### src/hw/mbsra_params.svh
// Constants of the Modbus slave register access block
`ifndef MBSRA_PARAMS_SVH
`define MBSRA_PARAMS_SVH

// ==========================================
// Function and exception codes
`define MBSRA_FC_RD_HOLD   8'h03
`define MBSRA_FC_RD_INPUT  8'h04
`define MBSRA_FC_WR_SINGLE 8'h06
`define MBSRA_FC_WR_MULTI  8'h10
`define MBSRA_FC_RW_MULTI  8'h17
`define MBSRA_EXC_NONE     8'h00
`define MBSRA_EXC_FUNC     8'h01
`define MBSRA_EXC_ADDR     8'h02
`define MBSRA_EXC_VALUE    8'h03
`define MBSRA_EXC_FAIL     8'h04
`define MBSRA_EXC_BUSY     8'h06
`define MBSRA_EXC_PARITY   8'h08
`define MBSRA_EXC_FLAG     8'h80
`define MBSRA_BCAST_ADDR   8'h00
`define MBSRA_MODE_COMPAT  16'h0002

// ==========================================
// Sizes
`define MBSRA_MAX_QTY      16'h000c
`define MBSRA_QTY_ZERO     16'h0000
`define MBSRA_BUF_WORDS    12
`define MBSRA_PD_NUM       16
`define MBSRA_PD_LIMIT     16'h0010
`define MBSRA_STEP16       4'h1
`define MBSRA_STEP32       4'h2

// ==========================================
// Register map
`define MBSRA_PAR16_LO     16'h0001
`define MBSRA_PAR16_HI     16'h07d0
`define MBSRA_PAR16B_LO    16'h0898
`define MBSRA_PAR16B_HI    16'h2710
`define MBSRA_FAULT_REG    16'h0062
`define MBSRA_PDI16_LO     16'h07d1
`define MBSRA_PDI16_HI     16'h0802
`define MBSRA_PDI32_LO     16'h0803
`define MBSRA_PDI32_HI     16'h0833
`define MBSRA_PDO16_LO     16'h0835
`define MBSRA_PDO16_HI     16'h0866
`define MBSRA_PDO32_LO     16'h0867
`define MBSRA_PDO32_HI     16'h0897
`define MBSRA_PAR32_BASE   16'h4e20
`define MBSRA_PAR32_LO     16'h4e21
`define MBSRA_PAR32_HI     16'h9c40
`define MBSRA_TIME_HI_REG  16'h620d
`define MBSRA_TIME_LO_REG  16'h620e
`define MBSRA_TMO_REG      16'h9e35
`define MBSRA_ONE16        16'h0001

// ==========================================
// Timing
`define MBSRA_CLK_HZ       10000000
`define MBSRA_PAR_TMO_US   1000
`define MBSRA_PAR_TMO_CYC  ((`MBSRA_CLK_HZ / 1000000) * `MBSRA_PAR_TMO_US)
`define MBSRA_SEC_S        1
`define MBSRA_SEC_CYC      (`MBSRA_CLK_HZ * `MBSRA_SEC_S)

`endif

### src/hw/mbsra_pkg.sv
// Types of the Modbus slave register access block
package mbsra_pkg;

  typedef logic [15:0] mbsra_word_t;

  typedef enum logic [3:0] {
    RG_NONE, RG_PAR16, RG_FAULT, RG_PDI16, RG_PDI32,
    RG_PDO16, RG_PDO32, RG_PAR32, RG_TIME, RG_TMO
  } mbsra_region_e;

  typedef enum logic [1:0] {
    ST_IDLE, ST_ITEM, ST_PROBE, ST_RESP
  } mbsra_state_e;

endpackage

### src/hw/mbsra_core.sv
// Modbus slave request handler for parameter, process data and time registers
`timescale 1ns/1ns
`default_nettype none
`include "mbsra_params.svh"
module mbsra_core
  import mbsra_pkg::*;
#(
  parameter int PAR_TMO_CYC = `MBSRA_PAR_TMO_CYC,
  parameter int SEC_CYC     = `MBSRA_SEC_CYC
)(
  input  wire logic        clock,
  input  wire logic        rstn,
  input  wire logic [7:0]  own_addr,
  input  wire logic        auto_compat,
  input  wire logic [15:0] mode_param,
  input  wire logic        chk_width,
  input  wire logic        chk_limits,
  input  wire logic        chk_access,
  input  wire logic [15:0] active_fault_code,
  input  wire logic [31:0] fieldbus_output_words [`MBSRA_PD_NUM],
  output logic      [31:0] fieldbus_input_words  [`MBSRA_PD_NUM],
  output logic      [15:0] comm_timeout_setting,
  output logic      [31:0] system_time,
  input  wire logic        req_valid,
  output logic             req_ready,
  input  wire logic [7:0]  req_slave,
  input  wire logic [7:0]  req_func,
  input  wire logic [15:0] req_addr,
  input  wire logic [15:0] req_qty,
  input  wire logic [15:0] req_waddr,
  input  wire logic [15:0] req_wqty,
  input  wire logic [15:0] req_wdata [`MBSRA_BUF_WORDS],
  output logic             rsp_valid,
  input  wire logic        rsp_ready,
  output logic      [7:0]  rsp_func,
  output logic      [7:0]  rsp_exc_code,
  output logic      [3:0]  rsp_words,
  output logic      [15:0] rsp_data [`MBSRA_BUF_WORDS],
  output logic             par_req,
  output logic      [15:0] par_id,
  output logic             par_wide,
  output logic             par_write,
  output logic      [31:0] par_wdata,
  input  wire logic        par_ack,
  input  wire logic        par_exists,
  input  wire logic        par_is32,
  input  wire logic        par_monitor,
  input  wire logic        par_limit_ok,
  input  wire logic [31:0] par_rdata,
  output logic             par_wr_en
);

  // ==========================================
  // Address decoding
  function automatic mbsra_region_e region_of(input logic [15:0] r, input logic compat);
    if (compat && r == `MBSRA_FAULT_REG)
      return RG_FAULT;
    if ((r >= `MBSRA_PAR16_LO && r <= `MBSRA_PAR16_HI) ||
        (r >= `MBSRA_PAR16B_LO && r <= `MBSRA_PAR16B_HI))
      return RG_PAR16;
    if (r >= `MBSRA_PDI16_LO && r <= `MBSRA_PDI16_HI)
      return RG_PDI16;
    if (r >= `MBSRA_PDI32_LO && r <= `MBSRA_PDI32_HI)
      return RG_PDI32;
    if (r >= `MBSRA_PDO16_LO && r <= `MBSRA_PDO16_HI)
      return RG_PDO16;
    if (r >= `MBSRA_PDO32_LO && r <= `MBSRA_PDO32_HI)
      return RG_PDO32;
    if (r == `MBSRA_TIME_HI_REG || r == `MBSRA_TIME_LO_REG)
      return RG_TIME;
    if (r >= `MBSRA_PAR32_LO && r <= `MBSRA_PAR32_HI)
      return RG_PAR32;
    if (r == `MBSRA_TMO_REG)
      return RG_TMO;
    return RG_NONE;
  endfunction

  function automatic logic qty_bad(input logic [15:0] q);
    return (q == `MBSRA_QTY_ZERO) || (q > `MBSRA_MAX_QTY);
  endfunction

  // ==========================================
  // State
  mbsra_state_e st_r;
  logic [7:0]   func_r;
  logic         respond_r;
  logic         wr_phase_r;
  logic [15:0]  cur_r;
  logic [3:0]   rem_r;
  logic [3:0]   idx_r;
  logic [15:0]  rd_addr_r;
  logic [3:0]   rd_qty_r;
  logic         ok_any_r;
  logic [7:0]   exc_r;
  logic [23:0]  wait_r;
  logic [15:0]  wbuf_r [`MBSRA_BUF_WORDS];
  logic [15:0]  rbuf_r [`MBSRA_BUF_WORDS];
  logic [31:0]  pdi_r  [`MBSRA_PD_NUM];
  logic [15:0]  tmo_r;
  logic         par_req_r;
  logic [15:0]  par_id_r;
  logic         par_wide_r;
  logic         par_write_r;
  logic [31:0]  par_wdata_r;

  logic          compat;
  logic          accept;
  mbsra_region_e rg;
  logic          wide;
  logic [3:0]    step_n;
  logic [15:0]   w_a;
  logic [15:0]   w_b;
  logic [15:0]   pd_off;
  logic          pd_ok;
  logic          loc_ok;
  logic [15:0]   loc_a;
  logic [15:0]   loc_b;
  logic          in_item;
  logic          half_err;
  logic          is_par;
  logic          loc_done;
  logic          par_done;
  logic          par_ok;
  logic          step;
  logic          step_ok;
  logic [15:0]   res_a;
  logic [15:0]   res_b;
  logic          wr_commit;
  logic          par_stuck;
  logic          time_load;

  assign compat  = auto_compat || (mode_param == `MBSRA_MODE_COMPAT);
  assign accept  = req_valid && req_ready;
  assign req_ready = (st_r == ST_IDLE);
  assign rg      = region_of(cur_r, compat);
  assign wide    = (rg == RG_PDI32) || (rg == RG_PDO32) || (rg == RG_PAR32) || (rg == RG_TIME);
  assign step_n  = wide ? `MBSRA_STEP32 : `MBSRA_STEP16;
  assign w_a     = wbuf_r[idx_r];
  assign w_b     = wbuf_r[4'(idx_r + `MBSRA_STEP16)];

  // ==========================================
  // Local register item evaluation
  always_comb
  begin
    pd_off = 16'h0000;
    loc_ok = 1'b0;
    loc_a  = 16'h0000;
    loc_b  = 16'h0000;
    case (rg)
      RG_PDI16: pd_off = cur_r - `MBSRA_PDI16_LO;
      RG_PDI32: pd_off = (cur_r - `MBSRA_PDI32_LO) >> 1;
      RG_PDO16: pd_off = cur_r - `MBSRA_PDO16_LO;
      RG_PDO32: pd_off = (cur_r - `MBSRA_PDO32_LO) >> 1;
      default:  pd_off = 16'h0000;
    endcase
    pd_ok = (pd_off < `MBSRA_PD_LIMIT);
    case (rg)
      RG_FAULT:
      begin
        loc_ok = !wr_phase_r;
        loc_a  = active_fault_code;
      end
      RG_PDI16:
      begin
        loc_ok = pd_ok;
        loc_a  = pdi_r[pd_off[3:0]][15:0];
      end
      RG_PDI32:
      begin
        loc_ok = pd_ok;
        loc_a  = pdi_r[pd_off[3:0]][31:16];
        loc_b  = pdi_r[pd_off[3:0]][15:0];
      end
      RG_PDO16:
      begin
        loc_ok = pd_ok && !wr_phase_r;
        loc_a  = fieldbus_output_words[pd_off[3:0]][15:0];
      end
      RG_PDO32:
      begin
        loc_ok = pd_ok && !wr_phase_r;
        loc_a  = fieldbus_output_words[pd_off[3:0]][31:16];
        loc_b  = fieldbus_output_words[pd_off[3:0]][15:0];
      end
      RG_TIME:
      begin
        loc_ok = 1'b1;
        loc_a  = system_time[31:16];
        loc_b  = system_time[15:0];
      end
      RG_TMO:
      begin
        loc_ok = 1'b1;
        loc_a  = tmo_r;
      end
      default:
      begin
        loc_ok = 1'b0;
      end
    endcase
  end

  assign in_item  = (st_r == ST_ITEM) && (rem_r != 4'h0);
  // A 32-bit value must start on its high word and bring its low word along
  assign half_err = in_item && wide && ((rem_r == `MBSRA_STEP16) || !cur_r[0]);
  assign is_par   = (rg == RG_PAR16) || (rg == RG_PAR32);
  assign loc_done = in_item && !half_err && !is_par;
  assign par_done = (st_r == ST_PROBE) && par_ack;
  assign par_ok   = par_exists &&
                    (!wr_phase_r ||
                     ((!chk_width || !wide || par_is32) &&
                      (!chk_limits || par_limit_ok) &&
                      (!chk_access || !par_monitor)));
  assign step     = loc_done || par_done;
  assign step_ok  = par_done ? par_ok : loc_ok;
  assign res_a    = par_done ? (wide ? par_rdata[31:16] : par_rdata[15:0]) : loc_a;
  assign res_b    = par_done ? par_rdata[15:0] : loc_b;
  assign wr_commit = step && step_ok && wr_phase_r;
  assign par_wr_en = par_done && par_ok && wr_phase_r;
  assign par_stuck = (st_r == ST_PROBE) && !par_ack && (wait_r == 24'(PAR_TMO_CYC - 1));
  assign time_load = wr_commit && (rg == RG_TIME);

  // ==========================================
  // Request sequencing
  always_ff @(posedge clock)
  begin
    if (!rstn)
    begin
      st_r       <= ST_IDLE;
      func_r     <= 8'h00;
      respond_r  <= 1'b0;
      wr_phase_r <= 1'b0;
      cur_r      <= 16'h0000;
      rem_r      <= 4'h0;
      idx_r      <= 4'h0;
      rd_addr_r  <= 16'h0000;
      rd_qty_r   <= 4'h0;
      ok_any_r   <= 1'b0;
      exc_r      <= `MBSRA_EXC_NONE;
    end
    else
    begin
      case (st_r)
        ST_IDLE:
        begin
          // Queries for other slaves are taken and dropped; broadcasts run silently
          if (accept && (req_slave == own_addr || req_slave == `MBSRA_BCAST_ADDR))
          begin
            func_r    <= req_func;
            respond_r <= (req_slave == own_addr);
            ok_any_r  <= 1'b0;
            idx_r     <= 4'h0;
            exc_r     <= `MBSRA_EXC_NONE;
            rd_addr_r <= req_addr;
            rd_qty_r  <= req_qty[3:0];
            cur_r     <= req_addr;
            rem_r     <= req_qty[3:0];
            wr_phase_r <= 1'b0;
            st_r      <= ST_ITEM;
            case (req_func)
              `MBSRA_FC_RD_HOLD, `MBSRA_FC_RD_INPUT:
              begin
                if (qty_bad(req_qty))
                begin
                  exc_r <= `MBSRA_EXC_VALUE;
                  st_r  <= ST_RESP;
                end
              end
              `MBSRA_FC_WR_SINGLE:
              begin
                rem_r      <= `MBSRA_STEP16;
                wr_phase_r <= 1'b1;
              end
              `MBSRA_FC_WR_MULTI:
              begin
                wr_phase_r <= 1'b1;
                if (qty_bad(req_qty))
                begin
                  exc_r <= `MBSRA_EXC_VALUE;
                  st_r  <= ST_RESP;
                end
              end
              `MBSRA_FC_RW_MULTI:
              begin
                // Write part runs first, then the read part
                cur_r      <= req_waddr;
                rem_r      <= req_wqty[3:0];
                wr_phase_r <= 1'b1;
                if (qty_bad(req_qty) || qty_bad(req_wqty))
                begin
                  exc_r <= `MBSRA_EXC_VALUE;
                  st_r  <= ST_RESP;
                end
              end
              default:
              begin
                exc_r <= `MBSRA_EXC_FUNC;
                st_r  <= ST_RESP;
              end
            endcase
          end
        end
        ST_ITEM:
        begin
          if (rem_r == 4'h0)
          begin
            if (!ok_any_r)
            begin
              exc_r <= `MBSRA_EXC_ADDR;
              st_r  <= ST_RESP;
            end
            else if (wr_phase_r && func_r == `MBSRA_FC_RW_MULTI)
            begin
              wr_phase_r <= 1'b0;
              cur_r      <= rd_addr_r;
              rem_r      <= rd_qty_r;
              idx_r      <= 4'h0;
              ok_any_r   <= 1'b0;
            end
            else
              st_r <= ST_RESP;
          end
          else if (half_err)
          begin
            exc_r <= `MBSRA_EXC_ADDR;
            st_r  <= ST_RESP;
          end
          else if (is_par)
            st_r <= ST_PROBE;
        end
        ST_PROBE:
        begin
          if (par_stuck)
          begin
            exc_r <= `MBSRA_EXC_FAIL;
            st_r  <= ST_RESP;
          end
          else if (par_ack)
            st_r <= ST_ITEM;
        end
        ST_RESP:
        begin
          if (!respond_r || rsp_ready)
            st_r <= ST_IDLE;
        end
        default:
          st_r <= ST_IDLE;
      endcase
      if (step)
      begin
        if (step_ok || compat)
        begin
          // Legacy mode keeps going past a failed ID
          ok_any_r <= ok_any_r || step_ok;
          cur_r    <= cur_r + {12'h000, step_n};
          rem_r    <= rem_r - step_n;
          idx_r    <= idx_r + step_n;
        end
        else
        begin
          exc_r <= `MBSRA_EXC_ADDR;
          st_r  <= ST_RESP;
        end
      end
    end
  end

  // ==========================================
  // Data buffers
  always_ff @(posedge clock)
  begin
    if (!rstn)
    begin
      for (int i = 0; i < `MBSRA_BUF_WORDS; i++)
        wbuf_r[i] <= 16'h0000;
    end
    else if (accept)
      wbuf_r <= req_wdata;
  end

  always_ff @(posedge clock)
  begin
    if (!rstn)
    begin
      for (int i = 0; i < `MBSRA_BUF_WORDS; i++)
        rbuf_r[i] <= 16'h0000;
    end
    else if (step && !wr_phase_r)
    begin
      rbuf_r[idx_r] <= step_ok ? res_a : 16'h0000;
      if (wide)
        rbuf_r[4'(idx_r + `MBSRA_STEP16)] <= step_ok ? res_b : 16'h0000;
    end
  end

  // ==========================================
  // Locally held registers
  generate
    for (genvar g = 0; g < `MBSRA_PD_NUM; g++)
    begin : g_pdi
      always_ff @(posedge clock)
      begin
        if (!rstn)
          pdi_r[g] <= 32'h0000_0000;
        else if (wr_commit && pd_off[3:0] == 4'(g) && rg == RG_PDI16)
          pdi_r[g] <= {pdi_r[g][31:16], w_a};
        else if (wr_commit && pd_off[3:0] == 4'(g) && rg == RG_PDI32)
          pdi_r[g] <= {w_a, w_b};
      end
      assign fieldbus_input_words[g] = pdi_r[g];
    end
  endgenerate

  always_ff @(posedge clock)
  begin
    if (!rstn)
      tmo_r <= 16'h0000;
    else if (wr_commit && rg == RG_TMO)
      tmo_r <= w_a;
  end

  assign comm_timeout_setting = tmo_r;

  mbsra_seconds #(
    .SEC_CYC (SEC_CYC)
  ) u_seconds (
    .clock      (clock),
    .rstn       (rstn),
    .load       (time_load),
    .load_value ({w_a, w_b}),
    .seconds    (system_time)
  );

  // ==========================================
  // Drive parameter access
  always_ff @(posedge clock)
  begin
    if (!rstn)
    begin
      par_req_r   <= 1'b0;
      par_id_r    <= 16'h0000;
      par_wide_r  <= 1'b0;
      par_write_r <= 1'b0;
      par_wdata_r <= 32'h0000_0000;
      wait_r      <= 24'h00_0000;
    end
    else if (in_item && !half_err && is_par)
    begin
      par_req_r   <= 1'b1;
      par_id_r    <= wide ? ((cur_r - `MBSRA_PAR32_BASE + `MBSRA_ONE16) >> 1) : cur_r;
      par_wide_r  <= wide;
      par_write_r <= wr_phase_r;
      par_wdata_r <= wide ? {w_a, w_b} : {16'h0000, w_a};
      wait_r      <= 24'h00_0000;
    end
    else if (par_ack || par_stuck)
      par_req_r <= 1'b0;
    else if (par_req_r)
      wait_r <= wait_r + 24'h00_0001;
  end

  assign par_req   = par_req_r;
  assign par_id    = par_id_r;
  assign par_wide  = par_wide_r;
  assign par_write = par_write_r;
  assign par_wdata = par_wdata_r;

  // ==========================================
  // Response
  assign rsp_valid    = (st_r == ST_RESP) && respond_r;
  assign rsp_func     = (exc_r != `MBSRA_EXC_NONE) ? (func_r | `MBSRA_EXC_FLAG) : func_r;
  assign rsp_exc_code = exc_r;
  assign rsp_words    = (exc_r == `MBSRA_EXC_NONE && !(func_r == `MBSRA_FC_WR_SINGLE ||
                         func_r == `MBSRA_FC_WR_MULTI)) ? rd_qty_r : 4'h0;
  assign rsp_data     = rbuf_r;

endmodule
`default_nettype wire

### src/hw/mbsra_seconds.sv
// Drive system time seconds counter, halted until first set
`timescale 1ns/1ns
`default_nettype none
`include "mbsra_params.svh"
module mbsra_seconds
  import mbsra_pkg::*;
#(
  parameter int SEC_CYC = `MBSRA_SEC_CYC
)(
  input  wire logic        clock,
  input  wire logic        rstn,
  input  wire logic        load,
  input  wire logic [31:0] load_value,
  output logic      [31:0] seconds
);

  logic        run_r;
  logic [31:0] pre_r;
  logic [31:0] sec_r;
  logic        tick;

  assign tick    = run_r && (pre_r == 32'(SEC_CYC - 1));
  assign seconds = sec_r;

  // Without a stored time the count would be meaningless, so it waits for a set
  always_ff @(posedge clock)
  begin
    if (!rstn)
      run_r <= 1'b0;
    else if (load)
      run_r <= 1'b1;
  end

  always_ff @(posedge clock)
  begin
    if (!rstn || load || tick)
      pre_r <= 32'h0000_0000;
    else if (run_r)
      pre_r <= pre_r + 32'h0000_0001;
  end

  always_ff @(posedge clock)
  begin
    if (!rstn)
      sec_r <= 32'h0000_0000;
    else if (load)
      sec_r <= load_value;
    else if (tick)
      sec_r <= sec_r + 32'h0000_0001;
  end

endmodule
`default_nettype wire

### config.mk
export PLATFORM = sky130hd
export DESIGN_NAME = mbsra_core
export DESIGN_NICKNAME = d
export VERILOG_FILES = /design/src/hw/mbsra_pkg.sv /design/src/hw/mbsra_core.sv /design/src/hw/mbsra_seconds.sv
export VERILOG_INCLUDE_DIRS = /design/src /design/src/hw
export SDC_FILE = /design/constraint.sdc
export NUM_CORES = 2
export LEC_CHECK = 0
export ABC_AREA = 1
export ABC_CLOCK_PERIOD_IN_PS = 6300
export BUFFER_PORTS_ARGS = -buffer_cell sky130_fd_sc_hd__buf_2
export CAP_MARGIN = 10
export CELL_PAD_IN_SITES_DETAIL_PLACEMENT = 2
export CELL_PAD_IN_SITES_GLOBAL_PLACEMENT = 2
export CORE_AREA = 8 8 650 652
export CTS_CLUSTER_SIZE = 10
export DETAILED_ROUTE_END_ITERATION = 12
export DIE_AREA = 0 0 658 660
export GPL_ROUTABILITY_DRIVEN = 0
export PLACE_DENSITY = 0.64
export SYNTH_ARGS = -nofsm -noshare
export SYNTH_HDL_FRONTEND = slang
export SYNTH_SLANG_ARGS = --single-unit
### constraint.sdc
create_clock -name clock -period 6.3 [get_ports clock]
set_clock_uncertainty 0.2 [all_clocks]
set_input_delay 0.315 -clock clock [delete_from_list [all_inputs] [get_ports clock]]
set_output_delay 0.315 -clock clock [all_outputs]
set_load 0.02 [all_outputs]
Word level (Yosys, flattened, before mapping):

Memories as Yosys holds them, arrays and structs flattened.
Cells that the tools add are included.

* reductions and logical operators: 143
* eq/ne operators: 48
* magnitude comparators: 22
* bitwise logic cells: 37
* add/sub/neg operators: 13
* muxes and demuxes: 314

Operators with widths (number)
* $mux 32: 37
* $bwmux 192: 2
* $mux 16: 19
* $mux 192: 1
* $mux 1: 172
* $mux 4: 40
* $bmux 16 s4: 2
* $bmux 32 s4: 1
* $demux 16 s4: 2
* $pmux 16 s7: 1
* $logic_and 1x1->1: 84
* $add 32x1->32 const B: 2
* $ge 16x12->1 const B: 4
* $le 16x12->1 const B: 4
* $mux 8: 8
* $pmux 16 s4: 1
* $pmux 16 s3: 1
* $sub 16x12->16 const B: 3
* $eq 4x4->1 const B: 10
* $eq 16x15->1 const B: 2
* $eq 32x24->1 const B: 1
* $eq 4x3->1 const B: 8
* $eq 8x5->1 const B: 4
* $gt 16x4->1 const B: 2
* 54 further kinds: 166

* word-level logic and storage cells: 623
* RAM bits: 512
* flip-flop bits (word level): 605
* memories: 1

Memory list
* pdi_r: words 16, width 32, rd ports 17, clocked after memory_dff 0, wr ports 16, line mbsra_core.sv:98 `` logic [31:0] pdi_r [`MBSRA_PD_NUM]; ``

Logic depth before layout (Yosys ltp):

* depth in word-level cells: 70
* mapped depth: 39
* gate-level depth less buffers: 34

Modules after synthesis:

Synthesis repeated with hierarchy kept, for this count alone.

* cells, all modules: 10816
* area, all modules: 70934.3 µm²

Modules (own cells, without submodules)
* mbsra_core: instances 1, sequential area each 26185.1 µm², area each 66633.9 µm², cells each 10094
* mbsra_seconds: instances 1, sequential area each 1301.2 µm², area each 4300.4 µm², cells each 722

Least setup slack after synthesis:

No wires, ideal clock.

* kind: register to register
* start point: register cur_r[1]
* end point: register cur_r[12]
* slack: 1.735 ns
* required time: 6.029 ns
* library setup time: 0.071 ns
* arrival: 4.294 ns
* cell stages (with the launch flop): 26
* period minus slack after synthesis: 4.565 ns
* cell sequence: dfxtp_1 inv_1 ha_1 inv_1 nor3_1 nand3_1 nand2_1 nor2_1 nor2_4 nor2_2 nand3_2 nand2_4 inv_1 nand2_1 nand2_2 inv_2 clkbuf_1 clkbuf_1 clkbuf_1 fa_1 inv_1 or4_1 nor3_1 xor2_1 nand2_1 a21oi_1

* longest elaborated chain between the ends: 44

RTL lines
* start: declaration: line mbsra_core.sv:88 `logic [15:0] cur_r;`
* start signal: assignment: line mbsra_core.sv:256 `cur_r <= req_addr;`
* start signal: assignment: line mbsra_core.sv:286 `cur_r <= req_waddr;`
* start signal: assignment: line mbsra_core.sv:315 `cur_r <= rd_addr_r;`
* $ge 16x1->1 (no source line) (tied with other cells)
* $logic_and 1x1->1 (no source line)
* $logic_or 1x1->1: line mbsra_core.sv:58 `` if ((r >= `MBSRA_PAR16_LO && r <= `MBSRA_PAR16_HI) || ``
* $mux 4: line mbsra_core.sv:58
* $mux 4 (2 in series): line mbsra_core.sv:61 `` if (r >= `MBSRA_PDI16_LO && r <= `MBSRA_PDI16_HI) ``
* $mux 4: line mbsra_core.sv:58
* $mux 4 (2 in series): line mbsra_core.sv:63 `` if (r >= `MBSRA_PDI32_LO && r <= `MBSRA_PDI32_HI) ``
* $mux 4: line mbsra_core.sv:61
* (+17 left out)
* $mux 4: line mbsra_core.sv:61
* $mux 4 *: line mbsra_core.sv:58
* $eq 4x3->1: line mbsra_core.sv:136 `assign wide = (rg == RG_PDI32) || (rg == RG_PDO32) || (rg == RG_PAR32) || (rg == RG_TIME);`
* $logic_or 1x1->1 (2 in series): line mbsra_core.sv:136
* $logic_or 1x1->1 *: line mbsra_core.sv:136
* named net wide: line mbsra_core.sv:109 `logic wide;`
* branches (longest 10 deep; another with $add 16x2->16)
* $mux 16 *: line mbsra_core.sv:349 `if (step)`

Mark *: on every way through the listed nets, which the timed path passes. The select of a mux whose other input is x is not followed.
A chain may end at the register's enable or synchronous reset.

Worst setup path after layout:

* start point: register cur_r[0]
* end point: register rbuf_r (netlist bit rsp_data[122])

* longest elaborated chain between the ends: 45

RTL lines
* branches (longest 45 deep; another with $ge 16x1->1)
* end signal: indexed assignment: line mbsra_core.sv:390 `rbuf_r[idx_r] <= step_ok ? res_a : 16'h0000;`
* end signal: indexed assignment: line mbsra_core.sv:392 `` rbuf_r[4'(idx_r + `MBSRA_STEP16)] <= step_ok ? res_b : 16'h0000; ``
* end: declaration: line mbsra_core.sv:97 `` logic [15:0] rbuf_r [`MBSRA_BUF_WORDS]; ``

Several ways; the timed one is not identified. The select of a mux whose other input is x is not followed.

==> reports/metrics.cfg <==
[outcome]
status=completed

[clock_network]
cts_made_buffers=162
cts_tree=built
clk_latency_ps=900
cts.clk_slew.worst_paths_ps=60
h-tree-depth=4
ctsLongestPathBuffers=4
root_buffer=clkbuf_16
clock_sinks=1117

[synthesis]
synth.area.top_cells=edfxtp_1 22%, nand2_1 18%, dfxtp_1 17%
seq_area_frac_synth_pct=39.3
synth_top_family_by_area=simple AND/OR/NAND/NOR gates
synth_compound_area_share_pct=17.0
synth_edf_count=512
synthArstFlopShare_pct=0
synthFlopType=dfxtp_1
synth-seq-cells=1117
yosysTopAreaCellShare_pct=22.0
synth.avg_cell_area_sq_um=6.60
synth_top_cell_by_area=edfxtp_1
syn_area_sq_um=69900
synth_warnings=0
synthMuxAreaShare_pct=0
post_synth_num_cell_types=63
synthAdderAreaFrac_pct=0.462
synth_nets=11500
synthXorXnorAreaFrac_pct=0.802
syn-instance-count=10600
yosys.area_share.simple_pct=31.5

[layout]
fin_nets=13300
multi_input_area_sq_um=35100
finish.utilization_pct=23.0
area_growth_pct=35.6
regArea_sq_um=27500
drive_gt1_share_pct=20.1
nFillCells=49300

[place]
io_buffers=1694
post-dp-hpwl_mm=449
dpl_worst_slack_ps=-440

[power]
internal-power_mw=15.4
swShare_pct=41.0
p_comb_share_pct=33.1
ir_worst_vdd_mv=0.199
p_leak_nw=43.1
clkPwrFrac_pct=35.8
power_mw=26.1
seqPwrFrac_pct=31.1
p_sw_mw=10.7
power_density_nw_per_um2=276

[global_routing]
grt_pass1_wl_mm=771
grt_pass1_vias=88100
grt_max_degree=152
track_usage_pct=25.3
grt_overflow=0
antenna_found_initial=130

[die]
start_util_pct=17.0
num_rows=236
die-area_sq_um=434000
core_sq_um=412000
die_height_um=660
ios=1695
die_w_um=658

[sta]
hold_ws_ps=63.1
fin_ws_ps=255
setup-violations-final=0
maxSlewViolCount=0
min_period_ps=6040
relSlewSlack_pct=20.5
worstMarginPinSlew_ps=1190
post-route-period-util_pct=96.0
tns_ps=0
fmax_mhz=165
hold_violations=0

[detailed_routing]
drtPass1Iterations=6
drt_iter0_drc=6538
num_vias=85600
wl_per_cell_um=32.1
ant_nets=0
drc_errors=0
routed_wl_mm=580
post_drt_via_cell_ratio=4.74

[worst_setup_path]
arrival_ps=6540
critPathMaxFanout=36
cpPeakStageDelay_ps=510
critPathSlowestCell=dfxtp_1
startpoint_type=flop
critical_path_required_ps=6800
end_kind=flop
path_class=flop to flop
reg2regPathDepth=32
crit_top_cell=nand2_1

[job]
drv_cap=0

[hold_path]
min_path_cells=4
hold_path.class=input pin to flop

-- power groups by stage --
stage	Combinational [mW]	Clock (mW)	Sequential [mW]
CTS	8.71	9.62	8.12
finish	8.65	9.36	8.13
floorplan	3.78	0	8.28
detailed placement	8.47	0	8.27
global placement	8.41	0	8.26
global route	9.23	9.81	8.15
-- synth_stat cells, types with 50 or more instances --
cell	n
nand3b_1	314
a21oi_1	801
nand2_1	3425
buf_2	170
clkbuf_1	546
o21ai_1	71
o22ai_1	229
dfxtp_1	605
edfxtp_1	512
o21ai_0	948
xor2_1	50
nor2_1	887
nor3_1	52
inv_1	1056
nand3_1	416
-- stage by stage --
| stage | instances | instance area (sq um) |
|---|---|---|
| after floorplan | 10600 | 69900 |
| after global placement | 17300 | 85800 |
| after detailed placement | 17400 | 85800 |
| after CTS | 18000 | 94600 |
| after global routing | 18000 | 94700 |
| final | 18000 | 94800 |
-- flip-flops by register name (all words and copies together) (netlist names), 24 cells and up --
| register | flops |
|---|---|
| rsp_data | 192 |
| wbuf_r | 192 |
| u_seconds.pre_r | 32 |
| u_seconds.seconds | 32 |
| pdi_r | 512 |
| wait_r | 24 |
| par_wdata | 32 |
-- area by class of cell --
type / instances / area share [%]
diodes: 55 / 0.145
flip-flops and latches: 1117 / 29.0
clock buffers: 218 / 4.73
well taps: 5474 / 7.23
clock inverters: 58 / 0.678
inverters: 1096 / 4.36
repair buffers: 2463 / 16.9
multi-input cells: 7564 / 37.0
-- critical path: cells and delay by family (launching register included) --
family          cells  cell delay [ps]
simple gates       20             2640
buf+inv             9             1780
flops               1              510
compound gates      2              360
fa+ha+maj           1              210
-- cells in the final DEF (no fill, tap or decap), types with 21 or more instances in the layout --
master	synthesis	routed
clkbuf_16	0	163
o22ai_1	229	229
nand2_2	11	25
clkbuf_1	546	35
nand3b_1	314	314
nand2_1	3425	3406
inv_1	1056	1039
a31oi_1	28	28
nor2_1	887	857
nand4_1	38	38
buf_4	42	340
o211ai_1	40	40
inv_2	27	39
xor2_1	50	50
dfxtp_1	605	603
clkinv_2	1	21
diode_2	0	55
a211oi_1	28	28
o21ai_0	948	944
nand3_1	416	414
clkinv_1	11	23
buf_2	170	1693
o21ai_1	71	74
nor2_2	18	38
edfxtp_1	512	512
nor4_1	33	33
a21oi_1	801	801
or2_2	23	23
nor3_1	52	49
buf_12	0	65
dlygate4sd3_1	0	360
-- final timing paths --
kind                                      end       start  slack (ps)
worst max-delay path            rsp_data[122]    cur_r[0]         260
worst min register to register     par_id[15]  par_id[15]         230
worst max register to register  rsp_data[122]    cur_r[0]         260
worst min-delay path               wbuf_r[67]   req_valid          60
-- cell families (layout without fill, tap and decap cells) --
family	after synthesis	after routing
compound gates	2221	2221
simple gates	5255	5255
xor+xnor	64	64
flops	1117	1117
other cells	0	55
buf+inv	1906	3835
fa+ha+maj	24	24
-- per-layer routing --
| layer | wire (um) | track usage (%) |
|---|---|---|
| met5 | 161 | 0 |
| met4 | 41400 | 15.2 |
| met3 | 31800 | 4.02 |
| met2 | 277000 | 43.3 |
| met1 | 230000 | 29.7 |
-- timing repair --
| action | in CTS | in global routing |
|---|---|---|
| hold endpoints to repair | 367 | 1 |
| buffers inserted | 2 | 2 |
| pin swaps | 1 | 1 |
| gates resized for setup | 3 | 16 |
| hold buffers | 359 | 1 |
| endpoints found under the setup margin | 20 | 75 |
(Power assumes the default switching activity.)
